## config.mk

```make
export PLATFORM = sky130hd
export DESIGN_NAME = insn_decoder
export DESIGN_NICKNAME = d
export VERILOG_FILES = /design/src/insn_decoder_pkg.sv /design/src/insn_decoder.sv
export SDC_FILE = /design/constraint.sdc
export NUM_CORES = 1
export LEC_CHECK = 0
export ABC_AREA = 1
export BUFFER_PORTS_ARGS = -buffer_cell sky130_fd_sc_hd__buf_2
export CAP_MARGIN = 10
export CORE_ASPECT_RATIO = 1.5
export CORE_MARGIN = 2
export CORE_UTILIZATION = 55
export DETAILED_ROUTE_END_ITERATION = 10
export PLACE_DENSITY = 0.79
export SLEW_MARGIN = 20
export SYNTH_ARGS = -nofsm -noshare
export SYNTH_HDL_FRONTEND = slang
export SYNTH_SLANG_ARGS = --single-unit
```

## constraint.sdc

```tcl
create_clock -name clock -period 6 [get_ports clock]
set_input_delay 0.3 -clock clock [delete_from_list [all_inputs] [get_ports clock]]
set_output_delay 0.3 -clock clock [all_outputs]
set_load 0.02 [all_outputs]
```

## src/insn_decoder_pkg.sv

```systemverilog
// Constants and types for the 14-bit instruction decoder
//
// Functional notes
// - Byte ops: bit 7 chooses accumulator (0) or file register (1)
// - Byte 0111 adds accumulator to file; carry, half carry and zero
// - Byte codes 0100 OR, 0101 AND with file; only zero flag changes
// - Byte code 0110 XORs accumulator with file; only zero flag changes
// - Byte 1101 rotates left, 1100 rotates right through carry; carry only
// - 0011 decrements setting zero; 1011 decrements, skips on zero result
// - 1010 increments setting zero; 1111 increments, skips on zero result
// - Bit group sub-code 00 clears selected bit; no flags
// - Bit group sub-code 01 sets selected bit; no flags
// - Bit sub-code 10 skips next instruction when selected bit is zero
// - Bit sub-code 11 skips next instruction when selected bit is one
// - Literal 111x adds immediate to accumulator; carry, half carry, zero
// - Literal 1000 ORs immediate into accumulator; zero flag only
// - Literal 1010 XORs immediate into accumulator; zero flag only
// - Literal 110x: immediate minus accumulator; carry, half carry, zero
// - Return with literal loads accumulator, returns, takes two cycles
// - Standby word runs one cycle, sets timeout, clears power-down
// - Port reads for modify-write use pin levels, not the latch
// - File writes to timer zero clear its prescaler when assigned
// - Program counter change or true skip takes two cycles
package insn_decoder_pkg;

  // Register byte offsets
  localparam logic [7:0] CTRL_OFS   = 8'h00;
  localparam logic [7:0] INSTR_OFS  = 8'h04;
  localparam logic [7:0] OPND_OFS   = 8'h08;
  localparam logic [7:0] ACC_OFS    = 8'h0c;
  localparam logic [7:0] STATUS_OFS = 8'h10;
  localparam logic [7:0] RESULT_OFS = 8'h14;

  // Status field positions
  localparam int C_BIT          = 0;
  localparam int HALF_CARRY_BIT = 1;
  localparam int Z_BIT          = 2;
  localparam int POWER_DOWN_BIT = 3;
  localparam int TIMEOUT_BIT    = 4;

  // Result field positions
  localparam int RES_FWE   = 15;
  localparam int RES_AWE   = 16;
  localparam int RES_SKIP  = 17;
  localparam int RES_TWO   = 18;
  localparam int RES_BUSY  = 19;

  // Reset values
  localparam logic [4:0]  STATUS_RST = 5'h18;
  localparam logic [13:0] INSTR_RST  = 14'h0000;

  // File addresses with side effects
  localparam logic [6:0] TIMER_ADDR = 7'h01;
  localparam logic [6:0] PORT_ADDR  = 7'h05;

  // Group prefixes and fixed control words
  localparam logic [1:0]  GRP_BYTE = 2'h0;
  localparam logic [1:0]  GRP_BIT  = 2'h1;
  localparam logic [1:0]  GRP_JUMP = 2'h2;
  localparam logic [13:0] W_IRQRET = 14'h0009;
  localparam logic [13:0] W_RETURN = 14'h0008;
  localparam logic [13:0] W_KICK   = 14'h0064;
  localparam logic [13:0] W_SLEEP  = 14'h0063;

  typedef enum logic [2:0] {
    ST_IDLE   = 3'b001,
    ST_EXEC   = 3'b010,
    ST_SECOND = 3'b100
  } exec_state_t;

  typedef struct packed {
    logic [7:0] result;
    logic       fileWe;
    logic       accWe;
    logic       updC;
    logic       updHc;
    logic       updZ;
    logic       carry;
    logic       halfCarry;
    logic       skip;
    logic       pcLoad;
    logic       retReq;
    logic       standby;
    logic       kick;
  } decode_t;

endpackage

```

## src/insn_decoder.sv

```systemverilog
// Instruction decoder and executor with an APB register port
`timescale 1ns/10ps
module insn_decoder
  import insn_decoder_pkg::*;
(
  // Clock and reset
  input  wire logic        clock,
  input  wire logic        reset,
  // APB slave
  input  wire logic        psel,
  input  wire logic        penable,
  input  wire logic        pwrite,
  input  wire logic [7:0]  paddr,
  input  wire logic [31:0] pwdata,
  output logic [31:0]      prdata,
  output logic             pready,
  output logic             pslverr,
  // Port pin levels
  input  wire logic [7:0]  portPins,
  // File register write-back
  output logic             fileWe,
  output logic [6:0]       fileAddr,
  output logic [7:0]       fileData,
  // Side effects
  output logic             prescalerClr,
  output logic             standbyReq,
  output logic             watchdogKick,
  output logic             pcLoad,
  output logic [10:0]      pcTarget,
  output logic             returnReq
);

  logic [31:0] prdata_ff;
  logic        pready_ff;
  logic        pslverr_ff;
  logic [7:0]  pinS1_ff;
  logic [7:0]  pinS2_ff;
  logic [7:0]  pinS3_ff;
  logic [7:0]  pinStable_ff;
  logic        prescToTimer_ff;
  logic [13:0] instr_ff;
  logic [7:0]  opnd_ff;
  logic [7:0]  acc_ff;
  logic [4:0]  status_ff;
  logic [7:0]  lastRes_ff;
  logic        lastFwe_ff;
  logic        lastAwe_ff;
  logic        lastSkip_ff;
  logic        lastTwo_ff;
  exec_state_t state_ff;
  exec_state_t nxt_state;
  logic        fileWe_ff;
  logic [6:0]  fileAddr_ff;
  logic [7:0]  fileData_ff;
  logic        prescalerClr_ff;
  logic        standby_ff;
  logic        kick_ff;
  logic        pcLoad_ff;
  logic [10:0] pcTarget_ff;
  logic        returnReq_ff;

  logic        setupPh;
  logic        wrDone;
  logic        busy;
  logic [31:0] rdVal;
  logic        mapped;
  decode_t     dec;
  logic        twoCycle;
  logic        execNow;

  assign setupPh = psel && !penable;
  assign wrDone  = psel && penable && pready_ff && pwrite;
  assign busy    = (state_ff != ST_IDLE);
  assign execNow = (state_ff == ST_EXEC);

  // Pin synchroniser; a level counts once the last two stages agree
  always_ff @(posedge clock)
  begin
    if (reset)
    begin
      pinS1_ff     <= 8'h00;
      pinS2_ff     <= 8'h00;
      pinS3_ff     <= 8'h00;
      pinStable_ff <= 8'h00;
    end
    else
    begin
      pinS1_ff <= portPins;
      pinS2_ff <= pinS1_ff;
      pinS3_ff <= pinS2_ff;
      for (int i = 0; i < 8; i++)
      begin
        if (pinS2_ff[i] == pinS3_ff[i])
          pinStable_ff[i] <= pinS3_ff[i];
      end
    end
  end

  // Read mux and address decode
  always_comb
  begin
    rdVal  = 32'h0000_0000;
    mapped = 1'b1;
    if (paddr == CTRL_OFS)
      rdVal = {31'h0000_0000, prescToTimer_ff};
    else if (paddr == INSTR_OFS)
      rdVal = {18'h00000, instr_ff};
    else if (paddr == OPND_OFS)
      rdVal = {24'h000000, opnd_ff};
    else if (paddr == ACC_OFS)
      rdVal = {24'h000000, acc_ff};
    else if (paddr == STATUS_OFS)
      rdVal = {27'h0000000, status_ff};
    else if (paddr == RESULT_OFS)
      rdVal = {12'h000, busy, lastTwo_ff, lastSkip_ff, lastAwe_ff,
               lastFwe_ff, instr_ff[6:0], lastRes_ff};
    else
      mapped = 1'b0;
  end

  // APB answer: ready one cycle after setup, no wait states
  always_ff @(posedge clock)
  begin
    if (reset)
    begin
      pready_ff  <= 1'b0;
      pslverr_ff <= 1'b0;
      prdata_ff  <= 32'h0000_0000;
    end
    else
    begin
      pready_ff  <= setupPh;
      pslverr_ff <= setupPh && !mapped;
      if (setupPh)
        prdata_ff <= rdVal;
    end
  end

  // Software-held control and operand registers
  always_ff @(posedge clock)
  begin
    if (reset)
    begin
      prescToTimer_ff <= 1'b0;
      instr_ff        <= INSTR_RST;
      opnd_ff         <= 8'h00;
    end
    else if (wrDone)
    begin
      if (paddr == CTRL_OFS)
        prescToTimer_ff <= pwdata[0];
      else if (paddr == INSTR_OFS && !busy)
        instr_ff <= pwdata[13:0];
      else if (paddr == OPND_OFS)
        opnd_ff <= pwdata[7:0];
    end
  end

  function automatic logic [9:0] addFlags(input logic [7:0] a,
                                          input logic [7:0] b,
                                          input logic       ci);
    logic [8:0] s;
    logic [4:0] h;
    s = {1'b0, a} + {1'b0, b} + {8'h00, ci};
    h = {1'b0, a[3:0]} + {1'b0, b[3:0]} + {4'h0, ci};
    return {h[4], s};
  endfunction

  // Decode of the held instruction word
  always_comb
  begin
    logic [7:0] f;
    logic [7:0] w;
    logic [7:0] k;
    logic [9:0] ar;
    logic [7:0] bm;
    logic       dst;
    f   = opnd_ff;
    w   = acc_ff;
    k   = instr_ff[7:0];
    dst = instr_ff[7];
    bm  = 8'h01 << instr_ff[9:7];
    ar  = 10'h000;
    dec = '0;
    // Port uses pin levels
    // pins replace latch
    if (instr_ff[6:0] == PORT_ADDR)
      f = pinStable_ff;
    case (instr_ff[13:12])
      GRP_BYTE:
      begin
        dec.fileWe = dst;
        dec.accWe  = !dst;
        dec.updZ   = 1'b1;
        case (instr_ff[11:8])
          4'h7:
          begin
            ar = addFlags(w, f, 1'b0);
            dec.result = ar[7:0];
            {dec.updC, dec.updHc} = 2'b11;
            {dec.halfCarry, dec.carry} = {ar[9], ar[8]};
          end
          4'h2:
          begin
            ar = addFlags(f, ~w, 1'b1);
            dec.result = ar[7:0];
            {dec.updC, dec.updHc} = 2'b11;
            {dec.halfCarry, dec.carry} = {ar[9], ar[8]};
          end
          4'h4: dec.result = w | f;
          4'h5: dec.result = w & f;
          4'h6: dec.result = w ^ f;
          4'hd:
          begin
            dec.result = {f[6:0], status_ff[C_BIT]};
            {dec.updZ, dec.updC, dec.carry} = {1'b0, 1'b1, f[7]};
          end
          4'hc:
          begin
            dec.result = {status_ff[C_BIT], f[7:1]};
            {dec.updZ, dec.updC, dec.carry} = {1'b0, 1'b1, f[0]};
          end
          4'h3: dec.result = f - 8'h01;
          4'hb:
          begin
            dec.result = f - 8'h01;
            dec.updZ   = 1'b0;
            dec.skip   = (dec.result == 8'h00);
          end
          4'ha: dec.result = f + 8'h01;
          4'hf:
          begin
            dec.result = f + 8'h01;
            dec.updZ   = 1'b0;
            dec.skip   = (dec.result == 8'h00);
          end
          4'h9: dec.result = ~f;
          4'h8: dec.result = f;
          4'he:
          begin
            dec.result = {f[3:0], f[7:4]};
            dec.updZ   = 1'b0;
          end
          4'h1: dec.result = 8'h00;
          default:
          begin
            dec.result = w;
            dec.updZ   = 1'b0;
            dec.accWe  = 1'b0;
            if (instr_ff == W_RETURN || instr_ff == W_IRQRET)
            begin
              dec.retReq = 1'b1;
              dec.pcLoad = 1'b1;
            end
            else if (instr_ff == W_KICK)
              dec.kick = 1'b1;
            else if (instr_ff == W_SLEEP)
              dec.standby = 1'b1;
          end
        endcase
      end
      GRP_BIT:
      begin
        dec.result = f;
        case (instr_ff[11:10])
          2'h0:
          begin
            dec.result = f & ~bm;
            dec.fileWe = 1'b1;
          end
          2'h1:
          begin
            dec.result = f | bm;
            dec.fileWe = 1'b1;
          end
          2'h2: dec.skip = ((f & bm) == 8'h00);
          default: dec.skip = ((f & bm) != 8'h00);
        endcase
      end
      GRP_JUMP:
      begin
        dec.result = w;
        dec.pcLoad = 1'b1;
      end
      default:
      begin
        dec.accWe = 1'b1;
        dec.updZ  = 1'b1;
        casez (instr_ff[11:8])
          4'b111?:
          begin
            ar = addFlags(w, k, 1'b0);
            dec.result = ar[7:0];
            {dec.updC, dec.updHc} = 2'b11;
            {dec.halfCarry, dec.carry} = {ar[9], ar[8]};
          end
          4'b110?:
          begin
            ar = addFlags(k, ~w, 1'b1);
            dec.result = ar[7:0];
            {dec.updC, dec.updHc} = 2'b11;
            {dec.halfCarry, dec.carry} = {ar[9], ar[8]};
          end
          4'b1000: dec.result = w | k;
          4'b1010: dec.result = w ^ k;
          4'b1001: dec.result = w & k;
          4'b01??:
          begin
            dec.result = k;
            dec.updZ   = 1'b0;
            dec.retReq = 1'b1;
            dec.pcLoad = 1'b1;
          end
          default:
          begin
            dec.result = k;
            dec.updZ   = 1'b0;
          end
        endcase
      end
    endcase
  end

  assign twoCycle = dec.pcLoad || dec.skip;

  // Execution sequencer; a second cycle executes nothing but keeps busy set, so instruction writes are dropped
  always_comb
  begin
    nxt_state = state_ff;
    case (state_ff)
      ST_IDLE:
        if (wrDone && paddr == INSTR_OFS)
          nxt_state = ST_EXEC;
      ST_EXEC:
        nxt_state = twoCycle ? ST_SECOND : ST_IDLE;
      ST_SECOND:
        nxt_state = ST_IDLE;
      default:
        nxt_state = ST_IDLE;
    endcase
  end

  always_ff @(posedge clock)
  begin
    if (reset)
      state_ff <= ST_IDLE;
    else
      state_ff <= nxt_state;
  end

  // Accumulator; executes override software writes in the same cycle
  always_ff @(posedge clock)
  begin
    if (reset)
      acc_ff <= 8'h00;
    else if (execNow && dec.accWe)
      acc_ff <= dec.result;
    else if (wrDone && paddr == ACC_OFS)
      acc_ff <= pwdata[7:0];
  end

  // Status flags; hardware update wins over a software write
  always_ff @(posedge clock)
  begin
    if (reset)
      status_ff <= STATUS_RST;
    else if (execNow)
    begin
      if (dec.updC)
        status_ff[C_BIT] <= dec.carry;
      if (dec.updHc)
        status_ff[HALF_CARRY_BIT] <= dec.halfCarry;
      if (dec.updZ)
        status_ff[Z_BIT] <= (dec.result == 8'h00);
      if (dec.standby)
        {status_ff[TIMEOUT_BIT], status_ff[POWER_DOWN_BIT]} <= 2'b10;
      if (dec.kick)
        {status_ff[TIMEOUT_BIT], status_ff[POWER_DOWN_BIT]} <= 2'b11;
    end
    else if (wrDone && paddr == STATUS_OFS)
      status_ff <= pwdata[4:0];
  end

  // Last decode summary for software
  always_ff @(posedge clock)
  begin
    if (reset)
    begin
      lastRes_ff  <= 8'h00;
      lastFwe_ff  <= 1'b0;
      lastAwe_ff  <= 1'b0;
      lastSkip_ff <= 1'b0;
      lastTwo_ff  <= 1'b0;
    end
    else if (execNow)
    begin
      lastRes_ff  <= dec.result;
      lastFwe_ff  <= dec.fileWe;
      lastAwe_ff  <= dec.accWe;
      lastSkip_ff <= dec.skip;
      lastTwo_ff  <= twoCycle;
    end
  end

  // One-cycle side-effect pulses toward the core
  always_ff @(posedge clock)
  begin
    if (reset)
    begin
      fileWe_ff       <= 1'b0;
      fileAddr_ff     <= 7'h00;
      fileData_ff     <= 8'h00;
      prescalerClr_ff <= 1'b0;
      standby_ff      <= 1'b0;
      kick_ff         <= 1'b0;
      pcLoad_ff       <= 1'b0;
      pcTarget_ff     <= 11'h000;
      returnReq_ff    <= 1'b0;
    end
    else
    begin
      fileWe_ff    <= execNow && dec.fileWe;
      standby_ff   <= execNow && dec.standby;
      kick_ff      <= execNow && dec.kick;
      pcLoad_ff    <= execNow && dec.pcLoad;
      returnReq_ff <= execNow && dec.retReq;
      prescalerClr_ff <= execNow && dec.fileWe && prescToTimer_ff
                         && instr_ff[6:0] == TIMER_ADDR;
      if (execNow)
      begin
        fileAddr_ff <= instr_ff[6:0];
        fileData_ff <= dec.result;
        pcTarget_ff <= instr_ff[10:0];
      end
    end
  end

  assign prdata       = prdata_ff;
  assign pready       = pready_ff;
  assign pslverr      = pslverr_ff;
  assign fileWe       = fileWe_ff;
  assign fileAddr     = fileAddr_ff;
  assign fileData     = fileData_ff;
  assign prescalerClr = prescalerClr_ff;
  assign standbyReq   = standby_ff;
  assign watchdogKick = kick_ff;
  assign pcLoad       = pcLoad_ff;
  assign pcTarget     = pcTarget_ff;
  assign returnReq    = returnReq_ff;

endmodule

```

==> results of run 1 <==
==> through the flow <==
stage	util (%)	total power (W)	std cells	setup slack, ps	instance area (um^2)
floorplan	-	0.000877	1337	2910	8580
global placement	59.5	0.000892	1570	1780	9000
global route	63.4	0.00194	1602	1260	9590
detailed placement	59.5	0.000893	1570	1710	9000
finish	63.4	0.00190	1602	1510	9590
CTS	63.4	0.00190	1602	1670	9590
==> synth_stat cells, drive strengths merged <==
library cell	instances	area, um^2
a32oi	5	43.8
o22ai	28	175
a31oi	5	31.3
a22o	2	17.5
or2	5	31.3
a32o	1	10.0
a211oi	11	82.6
nand3	98	500
nand4	16	100
inv	197	739
nor4	5	31.3
nor2	146	597
dfxtp	122	2440
a221oi	3	26.3
o21a	3	22.5
o31ai	1	7.51
nand3b	2	15.0
o21ai	105	526
fa	4	80.1
nor3	8	40.0
nand2	291	1170
buf	29	218
o211ai	21	163
ha	50	626
clkbuf	34	128
conb	1	3.75
nor4b	1	8.76
a21oi	123	627
o41ai	1	8.76
a311oi	1	8.76
o2111ai	4	35.0
a41oi	2	17.5
o221ai	1	8.76
==> cell type report <==
type / count / area (um^2)
fillers: 1444 / 5550
multi-input cells: 955 / 5070
clock inverters: 13 / 144
repair buffers: 97 / 508
clock buffers: 19 / 443
well taps: 199 / 249
inverters: 197 / 739
flip-flops and latches: 122 / 2440
==> path summary, 6_finish.rpt <==
path	depth (start not counted)	end
min reg2reg	2	pinS2_ff[1]
max reg2reg	24	status_ff[2]
max	24	status_ff[2]
min	3	pinS1_ff[0]
==> layer usage <==
metal | routed length, um | vias up | share of wire (%) | global-route usage (%)
met5 | 0 | - | 0 | 0
met3 | 2610 | 198 | 8.1 | 7.33
met1 | 11500 | 4411 | 36 | 42.8
met4 | 2920 | 0 | 9.0 | 30.8
met2 | 15300 | 626 | 47 | 65.9
li1 | - | 4477 | - | -
==> worst max-delay path: stages, from the launching register on <==
cell,delay [ps]
dfxtp_1,570
nand2_2,150
nor2_4,350
nand2_4,200
nand2_1,160
nand2_2,220
inv_2,200
ha_1,270
inv_1,80
fa_1,390
inv_1,90
nand3_1,130
nand2_1,130
nand2_1,70
nand3_1,70
nand4_1,90
nor2_1,160
nand3_1,100
nand2_1,80
nand2_1,70
a21oi_1,270
nand3_1,190
nor2_1,120
nand3_1,110
a21oi_2,130
==> state kept, by name, indices dropped and copies added (netlist names), 3 cells and up <==
register / cells
opnd_ff: 8
state_ff: 3
pinS2_ff: 8
fileAddr: 6
acc_ff: 8
prdata: 20
pcTarget: 5
status_ff: 5
fileData: 8
pinS3_ff: 8
pinStable_ff: 8
instr_ff: 14
pinS1_ff: 8
==> cell usage in the layout, fill, tap and decap left out, types with 4 or more instances in the layout <==
| cell | count |
|---|---|
| a211oi_1 | 11 |
| a21oi_1 | 120 |
| a31oi_1 | 5 |
| a32oi_1 | 5 |
| buf_2 | 88 |
| buf_4 | 9 |
| clkbuf_16 | 17 |
| clkinvlp_4 | 4 |
| conb_1 | 12 |
| dfxtp_1 | 122 |
| fa_1 | 4 |
| ha_1 | 50 |
| inv_1 | 189 |
| inv_2 | 8 |
| nand2_1 | 268 |
| nand2_2 | 19 |
| nand2_4 | 4 |
| nand3_1 | 96 |
| nand4_1 | 16 |
| nor2_1 | 140 |
| nor2_4 | 4 |
| nor3_1 | 7 |
| nor4_1 | 4 |
| o2111ai_1 | 4 |
| o211ai_1 | 20 |
| o21ai_0 | 98 |
| o21ai_1 | 7 |
| o22ai_1 | 28 |
| or2_2 | 5 |
==> power by group <==
group | leakage, nW | internal (W) | switching [W] | total (W)
logic | 3.30 | 0.0000156 | 0.0000403 | 0.0000559
clock network | 0.276 | 0.000624 | 0.000399 | 0.00102
registers | 0.987 | 0.000818 | 0.00000256 | 0.000820
total | 4.57 | 0.00146 | 0.000441 | 0.00190
==> cells by family after synthesis <==
kind of cell	share of synthesized area, %
AOI/OAI and AO/OA	21.2
adders and majority gates	8.26
buffers and inverters	12.7
DFF	28.6
other	0.0439
and+or+nand+nor	29.2
==> results summary, run 1 <==
Dividing the synthesized area by the synthesized cell count gives 6.44 um^2. The slew at the pin with the worst max-slew slack is 1080 ps. Entering global routing, the biggest net connects 76 pins. The number of max-cap violations came out at 0. The tightest hold margin is just over 70 ps. The via-per-instance ratio is between 6 and 7. The area of the die came out at approximately 17000 um^2. The floorplan has 55 rows. Once the clock tree was built, the setup fixing pass inserted 0 buffers. The number of buffers added on ports came out at 88. The worst slew margin relative to its limit came out at 27.7%. The classification of the worst-slack hold path is in -> reg. Counting every sink on the clock net gives 122. The total overflow reported by the global router came out at 0. STA classifies the critical path endpoint as a flip-flop. The initial standard-cell utilization of the core came out at 56.4%. The mapped cell area came out at 8540 um^2. The final clock period utilization by the worst path came out at 74.8%. The final clock skew is 11.4 ps. The relative area change from synthesis to final layout came out at 12.3%.

The area of the core is around 15000 um^2. The H-tree level count came out at 4. The gate count after technology mapping came out at 1326. The via count of the first global-routing pass came out at 9191. The initial antenna violation count came out at 0. The biggest fanout along the worst timing path is 13. The first-pass detailed-route iteration total is 6.

The CTS tree is built. In this run the most critical hold path is launched from portPins[0]. After clock tree synthesis, the clock-pin slew on the worst setup and hold paths is around 60 ps. The peak supply drop came out at 0.221 mV.

The synthesized netlist contains 46 unique library cells. CTS placed an instance of clkbuf_16 at the clock tree root. The vertical die dimension came out at 157 um.

In this run the deepest clock path goes through 2 buffers. In this run, synthesis produced a sequential element count of 122. The detailed-route wire length per cell is between 20 and 25 um. The critical path in this run is classified as reg -> reg. The smallest clock period supported by the final layout is computed as 4490 ps. The worst setup path is launched from a flip-flop. For this design, the CTS-stage hold fixing added 0 buffers. Clock latency on the worst-skew pair, taken at its later pin, is ~420 ps. Routability-driven placement finished with a final weighted congestion of 1.04. The overall routed net length is 32400 um. The post-route setup TNS came out at 0 ps. At the worst endpoint, the required time is around 6400 ps. The combined global-route utilization of all metal layers is 39.1%. In this run, the number of DRC markers left after iteration 0 of detailed routing was 938. The number of warnings reported in the yosys synthesis log is 0. The first-pass GRT wire length came out at a little under 50000 um.

For this run, the top clock speed supported by timing is 0.223 GHz. The wire-length estimate of the detail-placed layout is 24500 um. The die outline width is 106 um. The DRC violation count after routing came out at 0. The signal arrival time at the worst endpoint came out at 4840 ps. The post-route netlist has roughly an eighth of its cells at a drive strength greater than 1. The total CTS buffers came out at 17. The register-to-register setup slack came out at 1510 ps. Tracing the worst setup path back leads to its startpoint at instr_ff[2]. After clock tree synthesis, the repair step resized 0 gates. The power per cell area is 198 nW/um^2.

The detail route stage leaves a number of antenna-violating nets equal to 0. The run finished with clean final reports. The leakage power summed over all cells is 4.57 nW. The total setup violations reported at the end of the flow came out at 0. The startpoint identified for the worst register-to-register timing path is instr_ff[2]. The net count of the finished layout is 1497. The post-synthesis sequential area ratio is 28.6%. The hold violation total from the final report came out at 0. The max-slew violation total from the final report came out at 0. The number of ports placed on the die boundary came out at 119. The via total after detailed routing is around 9700. The final antenna diode count came out at 0. Setup repair after global routing left no endpoint under its margin.
Note: power is estimated with default switching activity, not from simulation.
==> inputs of run 2 (changes only) <==
--- a/config.mk
+++ b/config.mk
@@ -10,7 +10,7 @@
 export CAP_MARGIN = 10
 export CORE_ASPECT_RATIO = 1.5
 export CORE_MARGIN = 2
-export CORE_UTILIZATION = 55
+export CORE_UTILIZATION = 53
 export DETAILED_ROUTE_END_ITERATION = 10
 export PLACE_DENSITY = 0.79
 export SLEW_MARGIN = 20
==> constraint.sdc (replaced) <==
create_clock -name clock -period 3.6 [get_ports clock]
set_input_delay 0.18 -clock clock [delete_from_list [all_inputs] [get_ports clock]]
set_output_delay 0.18 -clock clock [all_outputs]
set_load 0.02 [all_outputs]
==> run 2 against run 1 <==
  * Utilization rose by 1.8 points
  * Worst hold slack lost 31 ps
  * Combinational power increased by 82%
  * Clock-buffer cell count decreased by 1
  * Flip-flop and latch count unchanged
  * Clock power grew 78%
  * Maximum frequency up 31%
  * Cell count up 4.4%
  * Via count grew 2.5%
  * Worst setup slack got worse by 1300 ps
  * Critical endpoint unchanged
  * Largest power group unchanged
==> results summary, run 2 (synthesized netlist as in run 1, its figures left out) <==
The delay of the slowest critical-path stage is 440 ps (-130 ps). The number of buffers added on ports is 88 (unchanged). The worst slew margin relative to its limit came out at 38.6% (+11 points). On the critical path, the stage with the largest delay is an instance of fa_2. The worst setup margin is 173 ps (-1340 ps).

The hold violation total from the final report is 0 (unchanged). In the layout the commonest cells are 263 x nand2_1, 186 x inv_1, 136 x nor2_1, 122 x dfxtp_1, 118 x a21oi_1. The kind of launch point of the worst setup path is a flip-flop. The flip-flop count of the largest register, all copies and words added came out at 20 (unchanged). The detailed-route wire length per cell is 20.1 um (-0.44%). The final clock skew is 9.82 ps (-1.55 ps).

The most critical setup path has its startpoint at instr_ff[5]. Compared with the post-synthesis result, the final layout area differs by 19.8%. The number of buffers on the longest clock path is 2 (unchanged). The clock transition at the register clock pins on the worst setup and hold paths after CTS is 60 ps (about the same). The category of the worst setup path capture point is a flip-flop. The peak supply drop came out at 0.422 mV (+91%). The most frequent standard cell in the layout excluding fill and tap cells is nand2_1.

The post-DP HPWL is 25400 um (+3.8%). The shortest clock period the worst path allows after layout came to 3430 ps (-1060 ps). The via count of the first global-routing pass came out at 9568 (+4.1%).

In this run the clock root is driven by a clkbuf_16. The post-route setup TNS was 0 ps (unchanged). The power dissipated by switching net loads is 0.000777 W (+76%). The clock share of power came out at 55.4% (+1.5 points). The die outline width is 108 um (+1.8%). The register share of total power is 41.5% (-1.7 points). The number of buffers and inverters on the critical path came out at 2 (-1). The total CTS buffers is 17 (unchanged). The first-pass detailed-route iteration total came to 6 (unchanged). The final instance count without filler cells is 1672 (+4.4%).

The number of sinks driven by the clock tree came out at 122 (unchanged). The maximum frequency from static timing analysis is 0.292 GHz (+31%). The worst path required time is 3960 ps (-2400 ps). The internal power component is 0.00252 W (+73%). The H-tree level count is 4 (unchanged). The critical path goes through inv_2, nand2_4, nor2_8, nand2_4, nand2_4, nand2_2, ha_2, inv_2, fa_2, nand3_1, nand3_1, nor2_2, nand3_2, nor2_2, nand2_1, nand2_1, nand2_1, a21oi_2, nand2_1, nor2_1, nand3_1, nor2_1, nand3_1, a21oi_2. The number of max-cap violations came out at 0 (unchanged).

The switching power share of the total came out at 23.6% (+0.34 points). The via total after detailed routing is 9954 (+2.5%). The total overflow reported by the global router is 0 (unchanged).

The total power of the final layout came out at 0.00329 W (+73%). The net total in the final layout came out at 1563 (+4.4%). The violation count after the first detailed-routing iteration came out at 1169 (+25%). The family with the most delay on the worst path is simple AND/OR/NAND/NOR gates.

The number of ports placed on the die boundary came to 119 (unchanged). The signal arrival time at the worst endpoint came out at 3790 ps (-1050 ps). The vertical die dimension is 159 um (+1.8%). The worst setup path is of the reg -> reg kind. The setup slack after placement came out at 166 ps (-1550 ps).

The max-slew violation total from the final report came out at 0 (unchanged). The number of cell rows came to 56 (+1.8%). The leakage power summed over all cells is 4.91 nW (+7.5%). The overall routed net length is 33600 um (+3.9%).

The initial antenna violation count is 0 (unchanged). In this run the most critical hold path is launched from pwdata[11]. The classification of the worst-slack hold path is in -> reg.

The area of the die came out at 17200 um^2 (+3.7%). The final antenna diode count came out at 0 (unchanged). The biggest fanout along the worst timing path came out at 6 (-7). The via-per-instance ratio is 5.95 (-1.8%).

The insertion delay to the later sink of the worst-skew pair is 430 ps (about the same). The slew at the pin with the worst max-slew slack came out at 914 ps (-166 ps). The power per cell area is 322 nW/um^2 (+63%). The first-pass GRT wire length came to 51700 um (+4.2%). The pin count of the biggest net entering global routing is 74 (-2.6%).

The total setup violations reported at the end of the flow came to 0 (unchanged). The area of the core came out at 15700 um^2 (+3.7%). The final standard cell utilization of the core is 65.2% (+1.8 points). TritonCTS built the clock tree. The DRC violation count after routing came out at 0 (unchanged).

The fraction of final layout cells with drive strength greater than 1 came out at 17.7% (+5.0 points). The number of antenna-violating nets in the routed design is 0 (unchanged). The combinational fraction of design power is 3.1% (+0.2 points). The final clock period utilization by the worst path is 95.2% (+20 points). The post-placement cell count was 1622 (+3.3%).

In this run the critical register-to-register path is launched from instr_ff[5]. The initial standard-cell utilization of the core came to 54.4% (-2.0 points). The final weighted congestion in routability-driven placement was 1.04 (-0.78%). The combined global-route utilization of all metal layers is 39.2% (+0.13 points). The run finished with clean final reports.
## run 2: path summary, 6_finish.rpt
| path | slack, ps | endpoint | cells past startpoint |
|---|---|---|---|
| setup / recovery | 170 | status_ff[2] | 24 |
| hold / removal | 40 | instr_ff[11] | 3 |
| setup reg to reg | 170 | status_ff[2] | 24 |
| hold reg to reg | 400 | pinS2_ff[4] | 2 |
## run 2: routing by layer
metal	routed length (um)	track usage (%)	vias to the layer above	share of wire, %
li1	-	-	4611	-
met1	11700	42.1	4510	35
met2	16300	66.0	626	48
met3	2710	8.10	207	8.0
met4	2940	30.1	0	8.8
met5	0	0	-	0
## run 2: what timing repair did
| item | 4_1_cts | 5_1_grt |
|---|---|---|
| endpoints found under the setup margin | 0 | 10 |
| setup buffers | 0 | 10 |
| hold buffers | 8 | 0 |
| resized for setup | 0 | 26 |
| hold endpoints to repair | 8 | 0 |
## run 2: worst min-delay path, stage by stage
cell and delay [ps]:
buf_2 70, o21ai_0 70, a21oi_1 110
## run 2: layout make-up
| class | instances | area, um^2 |
|---|---|---|
| Inverter | 197 | 739 |
| Timing Repair Buffer | 163 | 1030 |
| Tap cell | 203 | 254 |
| Fill cell | 1428 | 5470 |
| Multi-Input combinational cell | 955 | 5140 |
| Clock buffer | 18 | 439 |
| Sequential cell | 122 | 2440 |
| Clock inverter | 14 | 184 |
## run 2: power groups by stage
stage          Clock (W)  Combinational [W]  Sequential [W]
2_1_floorplan          0          0.0000651         0.00140
3_3_place_gp           0          0.0000901         0.00140
3_5_place_dp           0          0.0000918         0.00140
4_1_cts          0.00182          0.0000988         0.00137
5_1_grt          0.00187           0.000112         0.00137
6_report         0.00182           0.000102         0.00137
## run 2: metrics by stage
step / hold WS, ps / cell area [um^2]
floorplan: 287 / 8580
global placement: 378 / 9370
detailed placement: 387 / 9370
CTS: 43.0 / 10100
global route: 58.4 / 10200
finish: 41.3 / 10200
